$ cat config.mk
export PLATFORM = sky130hd
export DESIGN_NAME = charge_cycle_sequencer
export DESIGN_NICKNAME = d
export VERILOG_FILES = /design/src/charger_pkg.sv /design/src/charge_cycle_sequencer.sv
export VERILOG_INCLUDE_DIRS = /design/src
export SDC_FILE = /design/constraint.sdc
export NUM_CORES = 1
export LEC_CHECK = 0
export BUFFER_PORTS_ARGS = -buffer_cell sky130_fd_sc_hd__buf_4
export CAP_MARGIN = 25
export CORE_MARGIN = 3
export CORE_UTILIZATION = 35
export CTS_CLUSTER_SIZE = 10
export DETAILED_ROUTE_END_ITERATION = 8
export GPL_TIMING_DRIVEN = 0
export SYNTH_ARGS = -nofsm -noshare
export SYNTH_HDL_FRONTEND = slang
export SYNTH_SLANG_ARGS = --single-unit
$ cat constraint.sdc
create_clock -name pclk -period 4.2 [get_ports pclk]
set_input_delay 0.42 -clock pclk [delete_from_list [all_inputs] [get_ports pclk]]
set_output_delay 0.42 -clock pclk [all_outputs]
set_load 0.01 [all_outputs]
$ cat src/charger_regs.svh
// Register offsets, field positions, reset values and timing counts
// Assumes a 200 MHz pclk and an APB slave with 32-bit data
`ifndef CHARGER_REGS_SVH
`define CHARGER_REGS_SVH

`define CTRL_ONE_OFF        12'h000
`define BATT_CUR_OFF        12'h004
`define BATT_VOLT_OFF       12'h008
`define MISC_OFF            12'h00c
`define STATUS_OFF          12'h010
`define ACTIVE_OFF          12'h014

`define CTRL_CHARGE_ENABLE_BIT_BIT     0
`define CTRL_TEMP_EN_BIT    1
`define CTRL_REG_RST_BIT    2

`define CTRL_RESET          3'h3
`define BATT_CUR_RESET      7'h00
`define BATT_VOLT_RESET     6'h00
`define MISC_RESET          8'h00

`define STEP_TIME_US        10
`define STEP_CYCLES         (`STEP_TIME_US * 200)
`define DG_LONG_MS          15
`define DG_SHORT_MS         1
`define DG_FALL_MS          127
`define CYCLES_PER_MS       200000
`define DETECT_CYCLES       16'h0010

`endif

$ cat src/charger_pkg.sv
// Types shared by the charge cycle sequencer
// Assumes charger_regs.svh for offsets and counts
package charger_pkg;

  typedef enum logic [3:0] {
    ST_OFF      = 4'b0000,
    ST_CONFIG   = 4'b0001,
    ST_SAFE     = 4'b0011,
    ST_PRE      = 4'b0010,
    ST_FULL     = 4'b0110,
    ST_EOC      = 4'b0111,
    ST_FAULT    = 4'b0101,
    ST_WEAK     = 4'b0100
  } charge_state_t;

  typedef struct packed {
    logic input_detect;
    logic charger_detect;
    logic above_safe;
    logic above_pre;
    logic above_recharge;
    logic below_eoc_current;
    logic above_switch;
    logic input_uv;
    logic input_ov;
    logic input_ext;
  } comp_flags_t;

  typedef struct packed {
    logic       converter_en;
    logic       safe_source_en;
    logic       pre_source_en;
    logic       voltage_mode;
    logic       temp_sensor_pd;
    logic [1:0] loop_select;
  } power_ctrl_t;

  typedef struct packed {
    logic [3:0] charge_current;
    logic [5:0] charge_voltage;
    logic [1:0] input_limit;
  } setting_t;

endpackage : charger_pkg

$ cat src/charge_cycle_sequencer.sv
// Charge cycle sequencer: charge state machine, deglitchers, setting ramps, APB registers
// Assumes asynchronous comparator flags and an APB master on pclk
//
// Implementation choices: the APB slave port and the placing of the registers.
`timescale 1ns/1ps
`include "charger_regs.svh"

module charge_cycle_sequencer #(
  parameter int unsigned LONG_CYCLES  = `DG_LONG_MS * `CYCLES_PER_MS,
  parameter int unsigned SHORT_CYCLES = `DG_SHORT_MS * `CYCLES_PER_MS,
  parameter int unsigned FALL_CYCLES  = `DG_FALL_MS * `CYCLES_PER_MS
) (
  input  wire logic                      pclk,
  input  wire logic                      presetn,
  input  wire logic                      psel,
  input  wire logic                      penable,
  input  wire logic                      pwrite,
  input  wire logic [11:0]               paddr,
  input  wire logic [31:0]               pwdata,
  output logic                           pready,
  output logic [31:0]                    prdata,
  output logic                           pslverr,
  input  wire charger_pkg::comp_flags_t  comp_async,
  input  wire logic                      temp_sensor_sense,
  input  wire logic                      switch_probe_sense,
  input  wire logic                      app_powered,
  input  wire logic                      input_limit_hit,
  input  wire logic                      charge_current_hit,
  input  wire logic                      charge_voltage_hit,
  input  wire logic                      near_charge_voltage,
  output logic                           isolation_switch_drive,
  output logic                           switch_probe_en,
  output charger_pkg::power_ctrl_t       power_ctrl,
  output charger_pkg::setting_t          active_setting,
  output charger_pkg::charge_state_t     charge_state
);

  localparam int NF = 10;

  function automatic logic [5:0] step_toward(input logic [5:0] cur, input logic [5:0] tgt);
    if (cur < tgt)
      step_toward = cur + 6'h01;
    else if (cur > tgt)
      step_toward = cur - 6'h01;
    else
      step_toward = cur;
  endfunction : step_toward

  // Two-stage synchronisers
  logic [NF-1:0] sync1_q;
  logic [NF-1:0] sync2_q;
  logic [2:0]    sense1_q;
  logic [2:0]    sense2_q;

  always_ff @(posedge pclk or negedge presetn)
  begin
    if (!presetn)
    begin
      sync1_q  <= '0;
      sync2_q  <= '0;
      sense1_q <= '0;
      sense2_q <= '0;
    end
    else
    begin
      sync1_q  <= comp_async;
      sync2_q  <= sync1_q;
      sense1_q <= {app_powered, switch_probe_sense, temp_sensor_sense};
      sense2_q <= sense1_q;
    end
  end

  // Deglitch limits per flag: rising and falling counts
  logic [31:0] rise_lim [NF];
  logic [31:0] fall_lim [NF];

  always_comb
  begin
    for (int i = 0; i < NF; i++)
    begin
      rise_lim[i] = LONG_CYCLES;
      fall_lim[i] = LONG_CYCLES;
    end
    rise_lim[5] = LONG_CYCLES;
    fall_lim[5] = FALL_CYCLES;
    rise_lim[9] = LONG_CYCLES;
    // Input overvoltage, input undervoltage and switch threshold use the short filter
    for (int i = 1; i < 4; i++)
    begin
      rise_lim[i] = SHORT_CYCLES;
      fall_lim[i] = SHORT_CYCLES;
    end
  end

  // Bit order in the packed struct: input_ext at 0 ... input_detect at 9
  logic [NF-1:0] flt_q;
  logic [31:0]   dg_cnt_q [NF];

  always_ff @(posedge pclk or negedge presetn)
  begin
    if (!presetn)
    begin
      flt_q <= '0;
      for (int i = 0; i < NF; i++)
        dg_cnt_q[i] <= '0;
    end
    else
    begin
      for (int i = 0; i < NF; i++)
      begin
        if (sync2_q[i] == flt_q[i])
          dg_cnt_q[i] <= '0;
        else if (dg_cnt_q[i] + 32'h1 >= (sync2_q[i] ? rise_lim[i] : fall_lim[i]))
        begin
          flt_q[i]    <= sync2_q[i];
          dg_cnt_q[i] <= '0;
        end
        else
          dg_cnt_q[i] <= dg_cnt_q[i] + 32'h1;
      end
    end
  end

  charger_pkg::comp_flags_t cf;
  assign cf = flt_q;

  // Registers; the bank sits on pclk alone so it stays reachable on battery supply
  logic [2:0] ctrl_q;
  logic [6:0] batt_cur_q;
  logic [5:0] batt_volt_q;
  logic [7:0] misc_q;
  logic       wr_en;
  logic       reg_rst;
  logic       addr_ok;

  assign pready  = 1'b1;
  assign wr_en   = psel && penable && pwrite;
  assign reg_rst = wr_en && (paddr == `CTRL_ONE_OFF) && pwdata[`CTRL_REG_RST_BIT];

  always_comb
  begin
    case (paddr)
      `CTRL_ONE_OFF, `BATT_CUR_OFF, `BATT_VOLT_OFF, `MISC_OFF, `STATUS_OFF, `ACTIVE_OFF:
        addr_ok = 1'b1;
      default:
        addr_ok = 1'b0;
    endcase
  end

  assign pslverr = psel && penable && !addr_ok;

  always_ff @(posedge pclk or negedge presetn)
  begin
    if (!presetn)
    begin
      ctrl_q      <= `CTRL_RESET;
      batt_cur_q  <= `BATT_CUR_RESET;
      batt_volt_q <= `BATT_VOLT_RESET;
      misc_q      <= `MISC_RESET;
    end
    else if (reg_rst)
    begin
      ctrl_q      <= `CTRL_RESET;
      batt_cur_q  <= `BATT_CUR_RESET;
      batt_volt_q <= `BATT_VOLT_RESET;
      misc_q      <= `MISC_RESET;
    end
    else if (wr_en)
    begin
      case (paddr)
        `CTRL_ONE_OFF:  ctrl_q      <= {1'b0, pwdata[1:0]};
        `BATT_CUR_OFF:  batt_cur_q  <= pwdata[6:0];
        `BATT_VOLT_OFF: batt_volt_q <= pwdata[5:0];
        `MISC_OFF:      misc_q      <= pwdata[7:0];
        default:        ctrl_q      <= ctrl_q;
      endcase
    end
  end

  logic charge_enable_bit;
  logic temp_sensor_enable_bit;
  logic [3:0] charge_current_field;
  logic [2:0] end_of_charge_current_field;
  logic [5:0] charge_voltage_field;
  logic [1:0] input_limit_field;
  logic [3:0] switch_threshold_field;

  assign charge_enable_bit           = ctrl_q[`CTRL_CHARGE_ENABLE_BIT_BIT];
  assign temp_sensor_enable_bit      = ctrl_q[`CTRL_TEMP_EN_BIT];
  assign charge_current_field        = batt_cur_q[3:0];
  assign end_of_charge_current_field = batt_cur_q[6:4];
  assign charge_voltage_field        = batt_volt_q;
  assign input_limit_field           = misc_q[1:0];
  assign switch_threshold_field      = misc_q[7:4];

  // State machine
  charger_pkg::charge_state_t state_q;
  logic [15:0] probe_cnt_q;
  logic        temp_sensor_present_bit;
  logic        switch_present_q;
  logic        detect_done_q;
  logic        unplug;

  assign unplug = !cf.input_detect || !cf.charger_detect;

  always_ff @(posedge pclk or negedge presetn)
  begin
    if (!presetn)
      state_q <= charger_pkg::ST_OFF;
    else if (state_q != charger_pkg::ST_OFF && unplug)
      state_q <= charger_pkg::ST_OFF;
    else if (state_q != charger_pkg::ST_OFF && !charge_enable_bit)
      state_q <= charger_pkg::ST_FAULT;
    else
    begin
      case (state_q)
        charger_pkg::ST_OFF:
          if (cf.input_detect && cf.charger_detect)
            state_q <= charger_pkg::ST_CONFIG;
        charger_pkg::ST_CONFIG:
          if (detect_done_q)
          begin
            if (switch_present_q && !cf.above_switch && !sense2_q[2])
              state_q <= charger_pkg::ST_WEAK;
            else
              state_q <= charger_pkg::ST_SAFE;
          end
        charger_pkg::ST_WEAK:
          if (cf.above_switch)
            state_q <= charger_pkg::ST_FULL;
        charger_pkg::ST_SAFE:
          if (cf.above_safe)
            state_q <= charger_pkg::ST_PRE;
        charger_pkg::ST_PRE:
          if (cf.above_pre)
            state_q <= charger_pkg::ST_FULL;
        charger_pkg::ST_FULL:
          if (cf.above_recharge && cf.below_eoc_current)
            state_q <= charger_pkg::ST_EOC;
        charger_pkg::ST_EOC:
          if (!cf.above_recharge)
            state_q <= charger_pkg::ST_FULL;
        charger_pkg::ST_FAULT:
          state_q <= charger_pkg::ST_FAULT;
        default:
          state_q <= charger_pkg::ST_OFF;
      endcase
    end
  end

  // Switch detection; unplug or register reset restarts it, but the result is kept until the next detection
  always_ff @(posedge pclk or negedge presetn)
  begin
    if (!presetn)
    begin
      probe_cnt_q             <= '0;
      switch_present_q        <= 1'b0;
      temp_sensor_present_bit <= 1'b0;
      detect_done_q           <= 1'b0;
    end
    else if (reg_rst || state_q == charger_pkg::ST_OFF)
    begin
      probe_cnt_q   <= '0;
      detect_done_q <= 1'b0;
    end
    else if (state_q == charger_pkg::ST_CONFIG && !detect_done_q)
    begin
      if (probe_cnt_q == `DETECT_CYCLES)
      begin
        switch_present_q        <= sense2_q[1];
        temp_sensor_present_bit <= sense2_q[0];
        detect_done_q           <= 1'b1;
      end
      else
        probe_cnt_q <= probe_cnt_q + 16'h0001;
    end
  end

  // Setting ramps: one step per interval toward the programmed target
  logic [31:0] step_cnt_q;
  charger_pkg::setting_t set_q;
  logic [5:0]            cc_step;
  logic [5:0]            il_step;

  // Narrow fields share the 6-bit stepper; the upper bits are cut back afterwards
  assign cc_step = step_toward({2'b00, set_q.charge_current}, {2'b00, charge_current_field});
  assign il_step = step_toward({4'h0, set_q.input_limit}, {4'h0, input_limit_field});

  always_ff @(posedge pclk or negedge presetn)
  begin
    if (!presetn)
    begin
      step_cnt_q <= '0;
      set_q      <= '0;
    end
    else if (step_cnt_q == `STEP_CYCLES - 1)
    begin
      step_cnt_q           <= '0;
      set_q.charge_current <= cc_step[3:0];
      set_q.charge_voltage <= step_toward(set_q.charge_voltage, charge_voltage_field);
      set_q.input_limit    <= il_step[1:0];
    end
    else
      step_cnt_q <= step_cnt_q + 32'h1;
  end

  // Loop select is latched so it is a registered output
  charger_pkg::power_ctrl_t pc_d;
  charger_pkg::power_ctrl_t pc_q;
  logic                     drive_d;
  logic                     drive_q;

  always_comb
  begin
    pc_d    = '0;
    drive_d = 1'b0;
    case (state_q)
      charger_pkg::ST_SAFE:  pc_d.safe_source_en = 1'b1;
      charger_pkg::ST_PRE:
      begin
        pc_d.converter_en  = 1'b1;
        pc_d.pre_source_en = 1'b1;
      end
      charger_pkg::ST_FULL:
      begin
        pc_d.converter_en = 1'b1;
        pc_d.voltage_mode = near_charge_voltage;
      end
      charger_pkg::ST_WEAK:
      begin
        pc_d.converter_en  = 1'b1;
        pc_d.pre_source_en = 1'b1;
        drive_d            = !cf.above_switch;
      end
      charger_pkg::ST_FAULT:
        pc_d.temp_sensor_pd = !temp_sensor_enable_bit;
      default:
        pc_d = '0;
    endcase
    if (input_limit_hit)
      pc_d.loop_select = 2'h1;
    else if (charge_current_hit)
      pc_d.loop_select = 2'h2;
    else if (charge_voltage_hit)
      pc_d.loop_select = 2'h3;
    else
      pc_d.loop_select = 2'h0;
  end

  always_ff @(posedge pclk or negedge presetn)
  begin
    if (!presetn)
    begin
      pc_q    <= '0;
      drive_q <= 1'b0;
    end
    else
    begin
      pc_q    <= pc_d;
      drive_q <= drive_d;
    end
  end

  assign power_ctrl             = pc_q;
  assign isolation_switch_drive = drive_q;
  assign switch_probe_en        = (state_q == charger_pkg::ST_CONFIG) && !detect_done_q;
  assign active_setting         = set_q;
  assign charge_state           = state_q;

  // Read data is registered at the edge that closes the setup phase
  always_ff @(posedge pclk or negedge presetn)
  begin
    if (!presetn)
      prdata <= '0;
    else if (psel && !penable)
    begin
      case (paddr)
        `CTRL_ONE_OFF:  prdata <= {29'h0, ctrl_q};
        `BATT_CUR_OFF:  prdata <= {25'h0, batt_cur_q};
        `BATT_VOLT_OFF: prdata <= {26'h0, batt_volt_q};
        `MISC_OFF:      prdata <= {24'h0, misc_q};
        `STATUS_OFF:    prdata <= {24'h0, detect_done_q, state_q,
                                   switch_present_q, temp_sensor_present_bit, 1'b0};
        `ACTIVE_OFF:    prdata <= {20'h0, set_q};
        default:        prdata <= '0;
      endcase
    end
  end

endmodule : charge_cycle_sequencer

Word-level counts from Yosys, hierarchy flattened
Index checks and enable logic that the tools add are counted.
{"block": "word_totals", "wordCells": 224, "output_inout_bits": 59, "regBits": 388, "inputBits": 66}
{"block": "classes", "n_bitwise": 8, "n_addsub": 15, "n_lt_le_gt_ge": 13, "n_eq_ne": 29, "n_reduce_logical": 58, "n_mux": 62}
{"cell": "two-way mux 32 bit", "n": 15}
{"cell": "adder 32 x 1 -> 32 bit, second input constant", "n": 8}
{"cell": "greater-or-equal comparator 32 x 22 -> 1 bit, second input constant", "n": 5}
{"cell": "case mux 12 bit (6 select lines)", "n": 1}
{"cell": "two-way mux 16 bit", "n": 3}
{"cell": "two-way mux 4 bit", "n": 11}
{"cell": "== test 32 x 11 -> 1 bit, second input constant", "n": 1}
{"cell": "greater-or-equal comparator 32 x 18 -> 1 bit, second input constant", "n": 1}
{"cell": "greater-or-equal comparator 32 x 25 -> 1 bit", "n": 1}
{"cell": "case mux 4 bit (8 select lines)", "n": 1}
{"cell": "AND reduction 2 bit", "n": 16}
{"cell": "two-way mux 6 bit", "n": 5}
{"cell": "!= test 4 bit, second input constant", "n": 7}
{"cell": "two-way mux 25 bit", "n": 1}
{"cell": "== test 12 x 4 -> 1 bit, second input constant", "n": 2}
{"cell": "== test 12 x 5 -> 1 bit, second input constant", "n": 2}
{"cell": "two-way mux 8 bit", "n": 3}
{"cell": "two-way mux 7 bit", "n": 3}
{"cell": "nonzero test 2 bit", "n": 10}
{"cell": "adder 16 x 1 -> 16 bit, second input constant", "n": 1}
{"cell": "== test 16 x 5 -> 1 bit, second input constant", "n": 1}
{"cell": "== test 4 x 3 -> 1 bit, second input constant", "n": 4}
{"cell": "logical AND 1 bit", "n": 13}
{"cell": "== test 12 x 3 -> 1 bit, second input constant", "n": 1}
{"cell": "30 further kinds", "n": 69}

Depth between registers and ports, before layout
Gate-level depths: netlist of run 1.
{"block": "logic_depth", "depth_word": 8, "mapped_depth": 15}

Least setup slack after synthesis of run 1
No wires, ideal clock.
{"block": "synth_timing", "path_type": "register to register", "startpoint": "register dg_cnt_q[132] (netlist bit)", "endpoint": "register dg_cnt_q[134] (netlist bit)", "path_stages_with_launch": 12, "setup_time_ns": 0.077, "arrival_ns": 3.106, "n_path_buf": 1, "slack_ns": 1.017, "required_ns": 4.123, "path_cell_list": "dfrtp_1 > nand4_1 > nor4_1 > nand3_1 > xnor2_1 > ha_1 > maj3_1 > o211a_1 > o21ai_0 > o2111ai_2 > buf_4 > a21oi_1"}
{"block": "synth_between", "elab_chain_cells": 4}
{"element": "start, declared", "line": "charge_cycle_sequencer.sv:97", "rtl": "logic [31:0] dg_cnt_q [NF];"}
{"element": "start signal, assigned by index", "line": "charge_cycle_sequencer.sv:119", "rtl": "dg_cnt_q[i] <= dg_cnt_q[i] + 32'h1;"}
{"element": "adder 32 x 1 -> 32 bit *", "line": "charge_cycle_sequencer.sv:113, charge_cycle_sequencer.sv:119"}
{"element": "greater-or-equal comparator 32 x 25 -> 1 bit", "line": "charge_cycle_sequencer.sv:113", "rtl": "else if (dg_cnt_q[i] + 32'h1 >= (sync2_q[i] ? rise_lim[i] : fall_lim[i]))"}
{"element": "two-way mux 32 bit *", "line": "charge_cycle_sequencer.sv:113"}
{"element": "two-way mux 32 bit *", "line": "charge_cycle_sequencer.sv:111", "rtl": "if (sync2_q[i] == flt_q[i])"}
Every way passes the cells marked *; elsewhere a longest branch is shown, timed or not.
A chain may end at the register's enable or synchronous reset.

Worst setup path in the final report of run 1
{"block": "layout_timing", "startpoint": "register dg_cnt_q[135] (netlist bit)", "endpoint": "register dg_cnt_q[152] (netlist bit)"}
Same word-level chain as after synthesis.

==> results of run 1 <==
[path summary, 6_finish.rpt]
kind                                         startpoint  slack (ns)  depth (start not counted)                          to
max in group asynchronous                       presetn        2.90                          3  probe_cnt_q[7]$_DFFE_PN0P_
worst max register to register  dg_cnt_q[135]$_DFF_PN0_        0.46                         11     dg_cnt_q[152]$_DFF_PN0_
worst min register to register     sync1_q[8]$_DFF_PN0_        0.34                          0        sync2_q[8]$_DFF_PN0_
min in group asynchronous                       presetn        0.35                          2      dg_cnt_q[28]$_DFF_PN0_
worst min-delay path                 charge_voltage_hit        0.08                          2     power_ctrl[0]$_DFF_PN0_
worst max-delay path            dg_cnt_q[135]$_DFF_PN0_        0.46                         11     dg_cnt_q[152]$_DFF_PN0_
[kinds of logic (layout without fill, tap and decap cells)]
logic type	after synthesis	count (layout)
buffers and inverters	155	318
and+or+nand+nor	956	956
AOI/OAI and AO/OA	246	246
DFF	360	360
xor gates and xnor gates	210	210
other	2	94
muxes	42	42
adders and majority gates	40	40
[what timing repair did]
item	4_1_cts	5_1_grt
gates resized for setup	0	1
hold buffers	12	0
hold endpoints to repair	51	0
setup endpoints to repair	0	20
[per-layer routing]
metal	global-route usage [%]	vias up	routed length [µm]
met4	4.83	0	1000
li1	-	7538	-
met1	22.2	7442	21700
met3	2.81	65	2200
met5	0	-	0
met2	24.0	337	19700
[placed cells by master (no fill, tap or decap), types with 60 or more instances in the layout]
master | netlist | routed
sky130_fd_sc_hd__xor2_1 | 96 | 96
sky130_fd_sc_hd__buf_4 | 25 | 99
sky130_fd_sc_hd__nor3_1 | 62 | 62
sky130_fd_sc_hd__dfrtp_1 | 358 | 358
sky130_fd_sc_hd__xnor2_1 | 114 | 114
sky130_fd_sc_hd__inv_1 | 60 | 60
sky130_fd_sc_hd__conb_1 | 2 | 93
sky130_fd_sc_hd__nor2_1 | 275 | 275
sky130_fd_sc_hd__nand2_1 | 156 | 156
sky130_fd_sc_hd__nand4_1 | 76 | 76
sky130_fd_sc_hd__nand3_1 | 115 | 115
[report_power, final]
part	switching [mW]	internal (mW)	total (mW)	leakage [nW]
Combinational	0.189	0.117	0.306	3.94
Clock	1.39	2.14	3.53	0.647
Sequential	0.0523	3.53	3.58	4.77
[per-stage QoR]
step | power (mW) | worst slack [ns] | hold WS, ns | utilization, %
4_1_cts | 7.56 | 0.269 | 0.0390 | 41.8
2_1_floorplan | 3.76 | 1.02 | 0.124 | -
3_3_place_gp | 3.92 | -0.760 | 0.334 | 39.0
5_1_grt | 7.76 | 0.105 | 0.0682 | 41.9
6_report | 7.42 | 0.462 | 0.0755 | 41.9
3_5_place_dp | 3.94 | 0.303 | 0.335 | 39.2
[flip-flops by register name, summed over array words and instances, names as in the netlist, 6 cells and up]
name / count
batt_volt_q: 6
sync1_q: 7
batt_cur_q: 7
probe_cnt_q: 16
prdata: 12
step_cnt_q: 32
power_ctrl: 7
active_setting: 12
sync2_q: 7
dg_cnt_q: 224
misc_q: 8
cf: 7
[final cells by class]
cell class                      instances  area [µm²]
Multi-Input combinational cell       1587        9970
Tap cell                              696         871
Antenna cell                            1        2.50
Timing Repair Buffer                   94         796
Clock buffer                           67        1290
Fill cell                            5305       31500
Buffer                                 94         512
Clock inverter                          2        35.0
Sequential cell                       360        9010
Inverter                               61         229
[synthesized netlist by cell type (6+ instances only)]
cell type	n
sky130_fd_sc_hd__ha_1	37
sky130_fd_sc_hd__xnor2_1	114
sky130_fd_sc_hd__inv_1	60
sky130_fd_sc_hd__nor4b_1	7
sky130_fd_sc_hd__or3_1	19
sky130_fd_sc_hd__nand3_1	115
sky130_fd_sc_hd__nand2b_1	12
sky130_fd_sc_hd__dfrtp_1	358
sky130_fd_sc_hd__o22ai_1	8
sky130_fd_sc_hd__nand4b_1	9
sky130_fd_sc_hd__a31oi_1	16
sky130_fd_sc_hd__nor2b_1	19
sky130_fd_sc_hd__o21ai_0	38
sky130_fd_sc_hd__xor2_1	96
sky130_fd_sc_hd__nand4_1	76
sky130_fd_sc_hd__or4_1	6
sky130_fd_sc_hd__and2_1	18
sky130_fd_sc_hd__or2_2	6
sky130_fd_sc_hd__clkbuf_1	42
sky130_fd_sc_hd__nand3b_1	9
sky130_fd_sc_hd__a22oi_1	11
sky130_fd_sc_hd__and4_1	29
sky130_fd_sc_hd__nor2_1	275
sky130_fd_sc_hd__nor3_1	62
sky130_fd_sc_hd__a222oi_1	8
sky130_fd_sc_hd__mux2i_1	27
sky130_fd_sc_hd__o211ai_1	13
sky130_fd_sc_hd__o31ai_1	7
sky130_fd_sc_hd__buf_4	25
sky130_fd_sc_hd__nor4_2	8
sky130_fd_sc_hd__mux2_2	13
sky130_fd_sc_hd__a41oi_1	6
sky130_fd_sc_hd__nand2_1	156
sky130_fd_sc_hd__a21o_1	9
sky130_fd_sc_hd__nor4_1	37
sky130_fd_sc_hd__nor3b_1	12
sky130_fd_sc_hd__and3_1	48
sky130_fd_sc_hd__buf_2	19
sky130_fd_sc_hd__a21oi_1	49
sky130_fd_sc_hd__a211oi_1	7
sky130_fd_sc_hd__a22o_1	7
==> metrics.cfg, run 1 <==
[status]
run_status = finished clean

[logic_synthesis]
syn_avg_cell_area_um2 = 9.63
synth-async-reset-ratio_pct = 100
synthesis.instances = 2011
synth_top_family_by_area = simple AND/OR/NAND/NOR gates
post_synth_num_cell_types = 91
synth.ff_latch_count = 360
synth_seq_area_share_pct = 46.5
synth.top_cell.area_share_pct = 46.2
postSynth.topFlopCell = sky130_fd_sc_hd__dfrtp_1
xor_xnor_share_of_the_synthesized_area_pct = 9.49
synth_compound_gate_area_share_pct = 8.94
post_synth_and_or_nand_nor_area_fraction_pct = 26.3
number_of_flops_mapped_to_enable_cells_by_yosys = 0
synth.area.top_cells = sky130_fd_sc_hd__dfrtp_1, sky130_fd_sc_hd__nor2_1, sky130_fd_sc_hd__xnor2_1
post_synth_mux_area_share_pct = 2.27
synthesis.yosys.warnings = 0
post_synth_instance_area_um2 = 19400
yosys.area_share.adder_pct = 2.65
post-synth-top-area-cell = sky130_fd_sc_hd__dfrtp_1

[global_routing]
antenna_violations_before_repair = 2
grt_pass1_vias = 14900
grt_first_pass_wirelength_um = 74900
globalRouteTotalUtil_pct = 15.5
gr-total-overflow = 0
grt_start_max_net_pins = 120

[worst_setup_path]
cpMaxStageDelayCell = sky130_fd_sc_hd__nor4_2
criticalPathCategory = register to register
timing.critical_path.arrival_ns = 4.22
worst_ep_required_time_ns = 4.68
cp_max_fo = 10
worst_path_dominant_cell_family = simple AND/OR/NAND/NOR gates
worst-path-buf-inv = 1
crit_path_end_kind = register
crit_chain = nand4_1 -> nor4_2 -> nand3_1 -> xnor2_1 -> ha_1 -> maj3_1 -> o211a_1 -> o21ai_0 -> o2111ai_2 -> buf_4 -> nor2b_1
worst_path_largest_cell_delay_ns = 0.61
crit_path_start_kind = register

[finish]
area_growth_pct = 17.2
final_area_um2 = 22700
post_layout_nonfiller_instances = 2962
drive_above_1_share_pct = 11.0
layout.nets = 2347

[placement]
dpl-instance-area_um2 = 21200
place.gp.congestion = 0.830
hpwl_um = 32000
dp_cells = 2878
portBuffers = 75

[sta]
finalSetupViolCount = 0
layout_worst_path_cycle_share_pct = 89.0
achievable-frequency_ghz = 0.268
rsz0062_at_grt = no
setup-tns-final_ns = 0
final_hold_viol_count = 0
maxSlewHeadroom_pct = 29.1
timing_max_transition_violations_final = 0
fin_skew_ns = 0.0123
transition_time_at_the_pin_with_the_least_slew_margin_ns = 1.06
final.min_clock_period_ns = 3.74

[routing]
count_of_routing_violations_after_the_opening_detailed_route_iteration = 1021
antenna_left = 0
wl_um = 44600
detail_route.first_pass.iterations = 6
drc_errors = 0
wl_per_cell_um = 15.1
route.vias.total = 15400
avgViaCountPerCell = 5.19

[flow_run]
maxCapViolCount = 0

[clocking]
numClockSinks = 360
post-cts-setup-buffers = 0
htree_levels = 2
cts.clk_slew.worst_paths_ns = 0.06
clockRootBuffer = sky130_fd_sc_hd__clkbuf_16
cts-buffers-inserted = 44
clk_lat_worst_skew_ns = 0.55
clock_tree.buffer_depth = 3
cts_tree = built

[floorplan]
design.die.area_um2 = 58200
top_ports = 125
die_height_um = 241
initial_core_util_pct = 35.7
core.rowCount = 85
floorplan.core_area_um2 = 54200
die-width_um = 241

[power]
power.leakage_nw = 9.36
cellPowerDensity_nw_per_um2 = 326
vdd.ir_drop.worst_mv = 0.264

[hold_path]
worstHoldPathType = input pin to register

Power figures use the tool's default switching activity.
==> run 2: changes to the inputs <==
--- a/config.mk
+++ b/config.mk
@@ -13,6 +13,7 @@
 export CTS_CLUSTER_SIZE = 10
 export DETAILED_ROUTE_END_ITERATION = 8
 export GPL_TIMING_DRIVEN = 0
+export PLACE_DENSITY = 0.56
 export SYNTH_ARGS = -nofsm -noshare
 export SYNTH_HDL_FRONTEND = slang
 export SYNTH_SLANG_ARGS = --single-unit
==> metrics.cfg, run 2 (same netlist as run 1, synthesis figures left out) <==
[routing]
detail_route.first_pass.iterations = 7  ; +1
wl_um = 44500  ; -0.27%
wl_per_cell_um = 15.0  ; -0.37%
route.vias.total = 15300  ; -0.73%
count_of_routing_violations_after_the_opening_detailed_route_iteration = 1230  ; +20%
drc_errors = 0  ; unchanged
antenna_left = 0  ; unchanged
avgViaCountPerCell = 5.15  ; -0.83%

[finish]
layout.nets = 2348  ; +0.043%
largest-register = dg_cnt_q
post_layout_nonfiller_instances = 2965  ; +0.10%
final_area_um2 = 22800  ; +0.28%
drive_above_1_share_pct = 11.2  ; +0.16 points
flip_flop_count_of_the_largest_register_all_copies_and_words_added = 224  ; unchanged
fillCellCount = 5323  ; +0.34%
most_common_cell_after_layout_fill_and_taps_aside = sky130_fd_sc_hd__dfrtp_1
layout_top_registers = dg_cnt_q x224, step_cnt_q x32, probe_cnt_q x16
multi_input_comb_area_um2 = 9960  ; about the same
layout.cells.most_common_list = sky130_fd_sc_hd__dfrtp_1, sky130_fd_sc_hd__nor2_1, sky130_fd_sc_hd__nand2_1
area_growth_pct = 17.6
final-seq-area_um2 = 9010  ; unchanged

[worst_setup_path]
cpMaxStageDelayCell = sky130_fd_sc_hd__nor4_1
worst_path_dominant_cell_family = simple AND/OR/NAND/NOR gates
crit_path_start_kind = register
crit_path_end_kind = register
worst_path_largest_cell_delay_ns = 0.78  ; +0.17 ns
cp_max_fo = 10  ; unchanged
worst_ep_required_time_ns = 4.68  ; about the same
crit_path_start = dg_cnt_q[132]$_DFF_PN0_
timing.critical_path.arrival_ns = 4.42  ; +0.20 ns
criticalPathCategory = register to register
launch_instance_of_the_worst_register_to_register_path = dg_cnt_q[132]$_DFF_PN0_
crit_chain = nand4_1 -> nor4_1 -> nand3_1 -> xnor2_1 -> ha_1 -> maj3_1 -> o211a_1 -> o21ai_0 -> o2111ai_2 -> buf_4 -> a21oi_1
worst-path-buf-inv = 1  ; unchanged

[floorplan]
die_height_um = 241  ; unchanged
initial_core_util_pct = 35.7  ; unchanged
die-width_um = 241  ; unchanged
design.die.area_um2 = 58200  ; unchanged
top_ports = 125  ; unchanged
floorplan.core_area_um2 = 54200  ; unchanged
core.rowCount = 85  ; unchanged

[placement]
dpl-instance-area_um2 = 21300  ; about the same
dpl_worst_slack_ns = 0.298  ; -0.00466 ns
place.gp.congestion = 0.873  ; +5.2%
portBuffers = 75  ; unchanged
dp_cells = 2879  ; +0.035%
hpwl_um = 32200  ; +0.92%

[sta]
timing_max_transition_violations_final = 0  ; unchanged
transition_time_at_the_pin_with_the_least_slew_margin_ns = 1.11  ; +0.0515 ns
final.min_clock_period_ns = 3.94  ; +0.203 ns
layout_worst_path_cycle_share_pct = 93.8  ; +4.8 points
achievable-frequency_ghz = 0.254  ; -5.1%
finalSetupViolCount = 0  ; unchanged
maxSlewHeadroom_pct = 25.6  ; -3.5 points
final_hold_viol_count = 0  ; unchanged
setup_slack_ns = 0.259  ; -0.203 ns
fin_skew_ns = 0.0180  ; +0.00573 ns
rsz0062_at_grt = no

[clocking]
cts.clk_slew.worst_paths_ns = 0.06  ; about the same
cts-buffers-inserted = 45  ; +2.3%
clockRootBuffer = sky130_fd_sc_hd__clkbuf_16
htree_levels = 2  ; unchanged
cts-resized-gates = 0  ; unchanged
clock_tree.buffer_depth = 3  ; unchanged
numClockSinks = 360  ; unchanged
clk_lat_worst_skew_ns = 0.56  ; about the same
cts_tree = built

[global_routing]
grt_pass1_vias = 14700  ; -1.0%
gr-total-overflow = 0  ; unchanged
grt_start_max_net_pins = 102  ; -15%
antenna_violations_before_repair = 5  ; +3
grt_first_pass_wirelength_um = 74400  ; -0.74%
globalRouteTotalUtil_pct = 15.5  ; -0.038 points

[flow_run]
maxCapViolCount = 0  ; unchanged

[hold_path]
worstHoldStart = charge_voltage_hit
worstHoldPathType = input pin to register

[power]
cellPowerDensity_nw_per_um2 = 331  ; +1.5%
power.leakage_nw = 9.39  ; +0.39%
vdd.ir_drop.worst_mv = 0.267  ; +0.83%

[status]
run_status = finished clean

## run 2: final cells by class
| cell class | count | share of cell area [%] |
|---|---|---|
| multi-input cells | 1587 | 43.7 |
| flip-flops and latches | 360 | 39.6 |
| clock buffers | 68 | 5.90 |
| well taps | 696 | 3.82 |
| repair buffers | 94 | 3.49 |
| plain buffers | 94 | 2.25 |
| inverters | 61 | 1.01 |
| clock inverters | 4 | 0.214 |
| diodes | 1 | 0.0110 |
## run 2: final timing paths
kind / to / slack [ns] / depth (start not counted)
max: dg_cnt_q[134]$_DFF_PN0_ / 0.26 / 11
min: power_ctrl[0]$_DFF_PN0_ / 0.07 / 2
max reg2reg: dg_cnt_q[134]$_DFF_PN0_ / 0.26 / 11
min reg2reg: sync2_q[9]$_DFF_PN0_ / 0.35 / 0
max in group asynchronous: batt_cur_q[0]$_DFFE_PN0P_ / 2.11 / 5
min in group asynchronous: dg_cnt_q[41]$_DFF_PN0_ / 0.42 / 2
## run 2: worst reg2reg max path, delay by kind of cell, from the launching register on
| kind | cells | cell delay [ns] |
|---|---|---|
| AO/OA/AOI/OAI | 4 | 0.94 |
| XOR/XNOR | 1 | 0.25 |
| adder cells (fa/ha/maj) | 2 | 0.62 |
| buffers and inverters | 1 | 0.28 |
| flip-flops | 1 | 0.42 |
| AND/OR/NAND/NOR | 3 | 1.33 |
## run 2: through the flow
step | util (%) | hold WS, ns | TNS [ns] | total power, mW
after global placement | 39.0 | 0.339 | -257.98 | 3.92
after floorplan | - | 0.124 | 0 | 3.76
after detailed placement | 39.2 | 0.335 | 0 | 3.94
after global routing | 42.0 | 0.0503 | 0 | 7.89
after CTS | 42.0 | 0.0347 | 0 | 7.69
final | 42.0 | 0.0669 | 0 | 7.55
## run 2: timing repair
action | CTS | global route
endpoints found under the setup margin | 0 | 0
endpoints found under the hold margin | 94 | 0
hold buffers | 12 | 0
buffers inserted | 0 | 0
## run 2: power by group
| group | total, mW | internal, mW | switching, mW | leakage (nW) |
|---|---|---|---|---|
| clock | 3.66 | 2.24 | 1.42 | 0.685 |
| combinational | 0.300 | 0.117 | 0.183 | 3.94 |
| sequential | 3.58 | 3.53 | 0.0524 | 4.77 |
## run 2: layer usage
metal / vias to the layer above / wire length, µm / global-route usage [%]
li1: 7541 / - / -
met1: 7337 / 21100 / 21.8
met2: 325 / 19400 / 23.7
met3: 59 / 2900 / 4.02
met4: 8 / 1020 / 4.49
met5: - / 46 / 0
==> run 3: changes to the inputs <==
--- a/config.mk
+++ b/config.mk
@@ -10,7 +10,7 @@
 export CAP_MARGIN = 25
 export CORE_MARGIN = 3
 export CORE_UTILIZATION = 35
-export CTS_CLUSTER_SIZE = 10
+export CTS_CLUSTER_SIZE = 24
 export DETAILED_ROUTE_END_ITERATION = 8
 export GPL_TIMING_DRIVEN = 0
 export PLACE_DENSITY = 0.56
==> constraint.sdc (replaced) <==
create_clock -name pclk -period 4.2 [get_ports pclk]
set_input_delay 0.21 -clock pclk [delete_from_list [all_inputs] [get_ports pclk]]
set_output_delay 0.21 -clock pclk [all_outputs]
set_load 0.01 [all_outputs]
==> metrics.cfg, run 3 (same netlist as run 1, synthesis figures left out) <==
[finish]
flip_flop_count_of_the_largest_register_all_copies_and_words_added = 224  ; unchanged
layout_top_registers = dg_cnt_q x224, step_cnt_q x32, probe_cnt_q x16
multi_input_comb_area_um2 = 9960  ; unchanged
area_growth_pct = 18.7
largest-register = dg_cnt_q
drive_above_1_share_pct = 11.5  ; +0.30 points
final_core_utilization_pct = 42.4  ; +0.41 points
layout.cells.most_common_list = sky130_fd_sc_hd__dfrtp_1, sky130_fd_sc_hd__nor2_1, sky130_fd_sc_hd__nand2_1
layout.nets = 2359  ; +0.47%
most_common_cell_after_layout_fill_and_taps_aside = sky130_fd_sc_hd__dfrtp_1
fillCellCount = 5293  ; -0.56%
final-seq-area_um2 = 9010  ; unchanged
final_area_um2 = 23000  ; +0.98%
antennaDiodeCount = 0  ; -1

[sta]
finalSetupViolCount = 0  ; unchanged
achievable-frequency_ghz = 0.252  ; -0.62%
final_hold_viol_count = 0  ; unchanged
final.min_clock_period_ns = 3.97  ; +0.0245 ns
maxSlewHeadroom_pct = 27.8  ; +2.2 points
fin_skew_ns = 0.0285  ; +0.0105 ns
holdWs_ns = 0.125  ; +0.0582 ns
rsz0062_at_grt = no
timing_max_transition_violations_final = 0  ; unchanged
transition_time_at_the_pin_with_the_least_slew_margin_ns = 1.07  ; -0.0332 ns
layout_worst_path_cycle_share_pct = 94.4  ; +0.58 points

[worst_setup_path]
worst_reg_to_reg_setup_slack_ns = 0.23  ; -0.02 ns
worst_ep_required_time_ns = 4.68  ; about the same
logic_depth_of_the_worst_register_to_register_path = 11  ; unchanged
cp_max_fo = 10  ; unchanged
timing.critical_path.arrival_ns = 4.45  ; +0.03 ns
launch_instance_of_the_worst_register_to_register_path = dg_cnt_q[135]$_DFF_PN0_
crit_path_start_kind = register
regToRegEndpoint = dg_cnt_q[134]$_DFF_PN0_
criticalPathCategory = register to register
crit_path_end_kind = register
crit_path_start = dg_cnt_q[135]$_DFF_PN0_

[routing]
count_of_routing_violations_after_the_opening_detailed_route_iteration = 1113  ; -9.5%
route.vias.total = 15300  ; -0.0065%
antenna_left = 0  ; unchanged
drc_errors = 0  ; unchanged
detail_route.first_pass.iterations = 5  ; -2
wl_per_cell_um = 14.9  ; -0.32%
wl_um = 44600  ; +0.29%
avgViaCountPerCell = 5.12  ; -0.61%

[clocking]
htree_levels = 2  ; unchanged
clock_tree.buffer_depth = 3  ; unchanged
cts.clk_slew.worst_paths_ns = 0.06  ; about the same
clk_lat_worst_skew_ns = 0.56  ; about the same
clockRootBuffer = sky130_fd_sc_hd__clkbuf_16
post-cts-setup-buffers = 0  ; unchanged
cts-buffers-inserted = 43  ; -4.4%
cts_tree = built
numClockSinks = 360  ; unchanged

[global_routing]
globalRouteTotalUtil_pct = 15.5  ; -0.020 points
grt_pass1_vias = 14700  ; +0.11%
grt_start_max_net_pins = 102  ; unchanged
gr-total-overflow = 0  ; unchanged
grt_first_pass_wirelength_um = 74400  ; +0.10%
antenna_violations_before_repair = 4  ; -1

[placement]
dpl-instance-area_um2 = 21300  ; unchanged
place.gp.congestion = 0.873  ; unchanged
hpwl_um = 32200  ; unchanged
portBuffers = 75  ; unchanged

[hold_path]
worstHoldPathType = input pin to register
holdPathEnd = batt_cur_q[2]$_DFFE_PN0P_
worstHoldStart = pwrite
whs_path_cells = 3  ; +1

[floorplan]
die_height_um = 241  ; unchanged
design.die.area_um2 = 58200  ; unchanged
top_ports = 125  ; unchanged
floorplan.core_area_um2 = 54200  ; unchanged
die-width_um = 241  ; unchanged
initial_core_util_pct = 35.7  ; unchanged
core.rowCount = 85  ; unchanged

[flow_run]
maxCapViolCount = 0  ; unchanged

[power]
power.leakage_nw = 9.50  ; +1.1%
cellPowerDensity_nw_per_um2 = 338  ; +2.1%
vdd.ir_drop.worst_mv = 0.257  ; -3.4%

[status]
run_status = finished clean

==> run 3: cell types whose count changed in the layout (fill, tap and decap cells not counted), sizes merged <==
cell         previous run  this run
clkinv                  2        10
bufinv                  1         6
clkinvlp                0         1
diode                   1         0
dlygate4sd3            12        25
clkbuf                113       105
==> run 3: layout make-up <==
class	count	share of cell area (%)
well taps	696	3.79
plain buffers	94	2.22
inverters	61	0.995
multi-input cells	1587	43.3
repair buffers	107	4.03
clock buffers	60	5.35
flip-flops and latches	360	39.2
clock inverters	18	1.12
==> run 3: worst max-delay path, stage by stage, from the launching register on <==
cell	delay [ns]
sky130_fd_sc_hd__dfrtp_1	0.43
sky130_fd_sc_hd__nand4_1	0.35
sky130_fd_sc_hd__nor4_1	0.80
sky130_fd_sc_hd__nand3_1	0.21
sky130_fd_sc_hd__xnor2_1	0.25
sky130_fd_sc_hd__ha_1	0.29
sky130_fd_sc_hd__maj3_1	0.33
sky130_fd_sc_hd__o211a_1	0.20
sky130_fd_sc_hd__o21ai_0	0.31
sky130_fd_sc_hd__o2111ai_2	0.31
sky130_fd_sc_hd__buf_4	0.28
sky130_fd_sc_hd__a21oi_1	0.13
==> run 3: report_power, final <==
group | internal, mW | switching [mW] | total [mW]
Clock | 2.42 | 1.47 | 3.89
Combinational | 0.125 | 0.187 | 0.312
Sequential | 3.53 | 0.0524 | 3.58
Total | 6.07 | 1.71 | 7.78
==> run 3: metrics by stage <==
stage | setup TNS (ns) | setup slack, ns | power, mW | std cells
3_5_place_dp | 0 | 0.298 | 3.94 | 2879
5_1_grt | 0 | 0.0178 | 8.12 | 2983
3_3_place_gp | -182.80 | -0.554 | 3.92 | 2873
2_1_floorplan | 0 | 1.02 | 3.76 | 2102
4_1_cts | 0 | 0.282 | 7.92 | 2982
6_report | 0 | 0.235 | 7.78 | 2983
==> run 3: repair_timing <==
action	CTS	global route
resized for setup	0	0
hold endpoints to repair	119	0
hold buffers	25	0
==> run 3: metal layers <==
metal  vias up  wire, µm  global-route usage [%]
met4         8      1020                    4.74
met3        75      2820                    3.98
met1      7305     21400                    21.7
met2       317     19300                    23.6
li1       7564         -                       -
met5         -        57                       0
==> run 3: how the worst max path moves through the flow <==
| stage | to | slack [ns] |
|---|---|---|
| 2_1_floorplan | dg_cnt_q[134]$_DFF_PN0_ | 1.02 |
| 3_3_place_gp | step_cnt_q[26]$_DFF_PN0_ | -0.55 |
| 3_5_place_dp | dg_cnt_q[134]$_DFF_PN0_ | 0.30 |
| 4_1_cts | dg_cnt_q[134]$_DFF_PN0_ | 0.28 |
| 5_1_grt | dg_cnt_q[132]$_DFF_PN0_ | 0.02 |
| 6_report | dg_cnt_q[134]$_DFF_PN0_ | 0.23 |
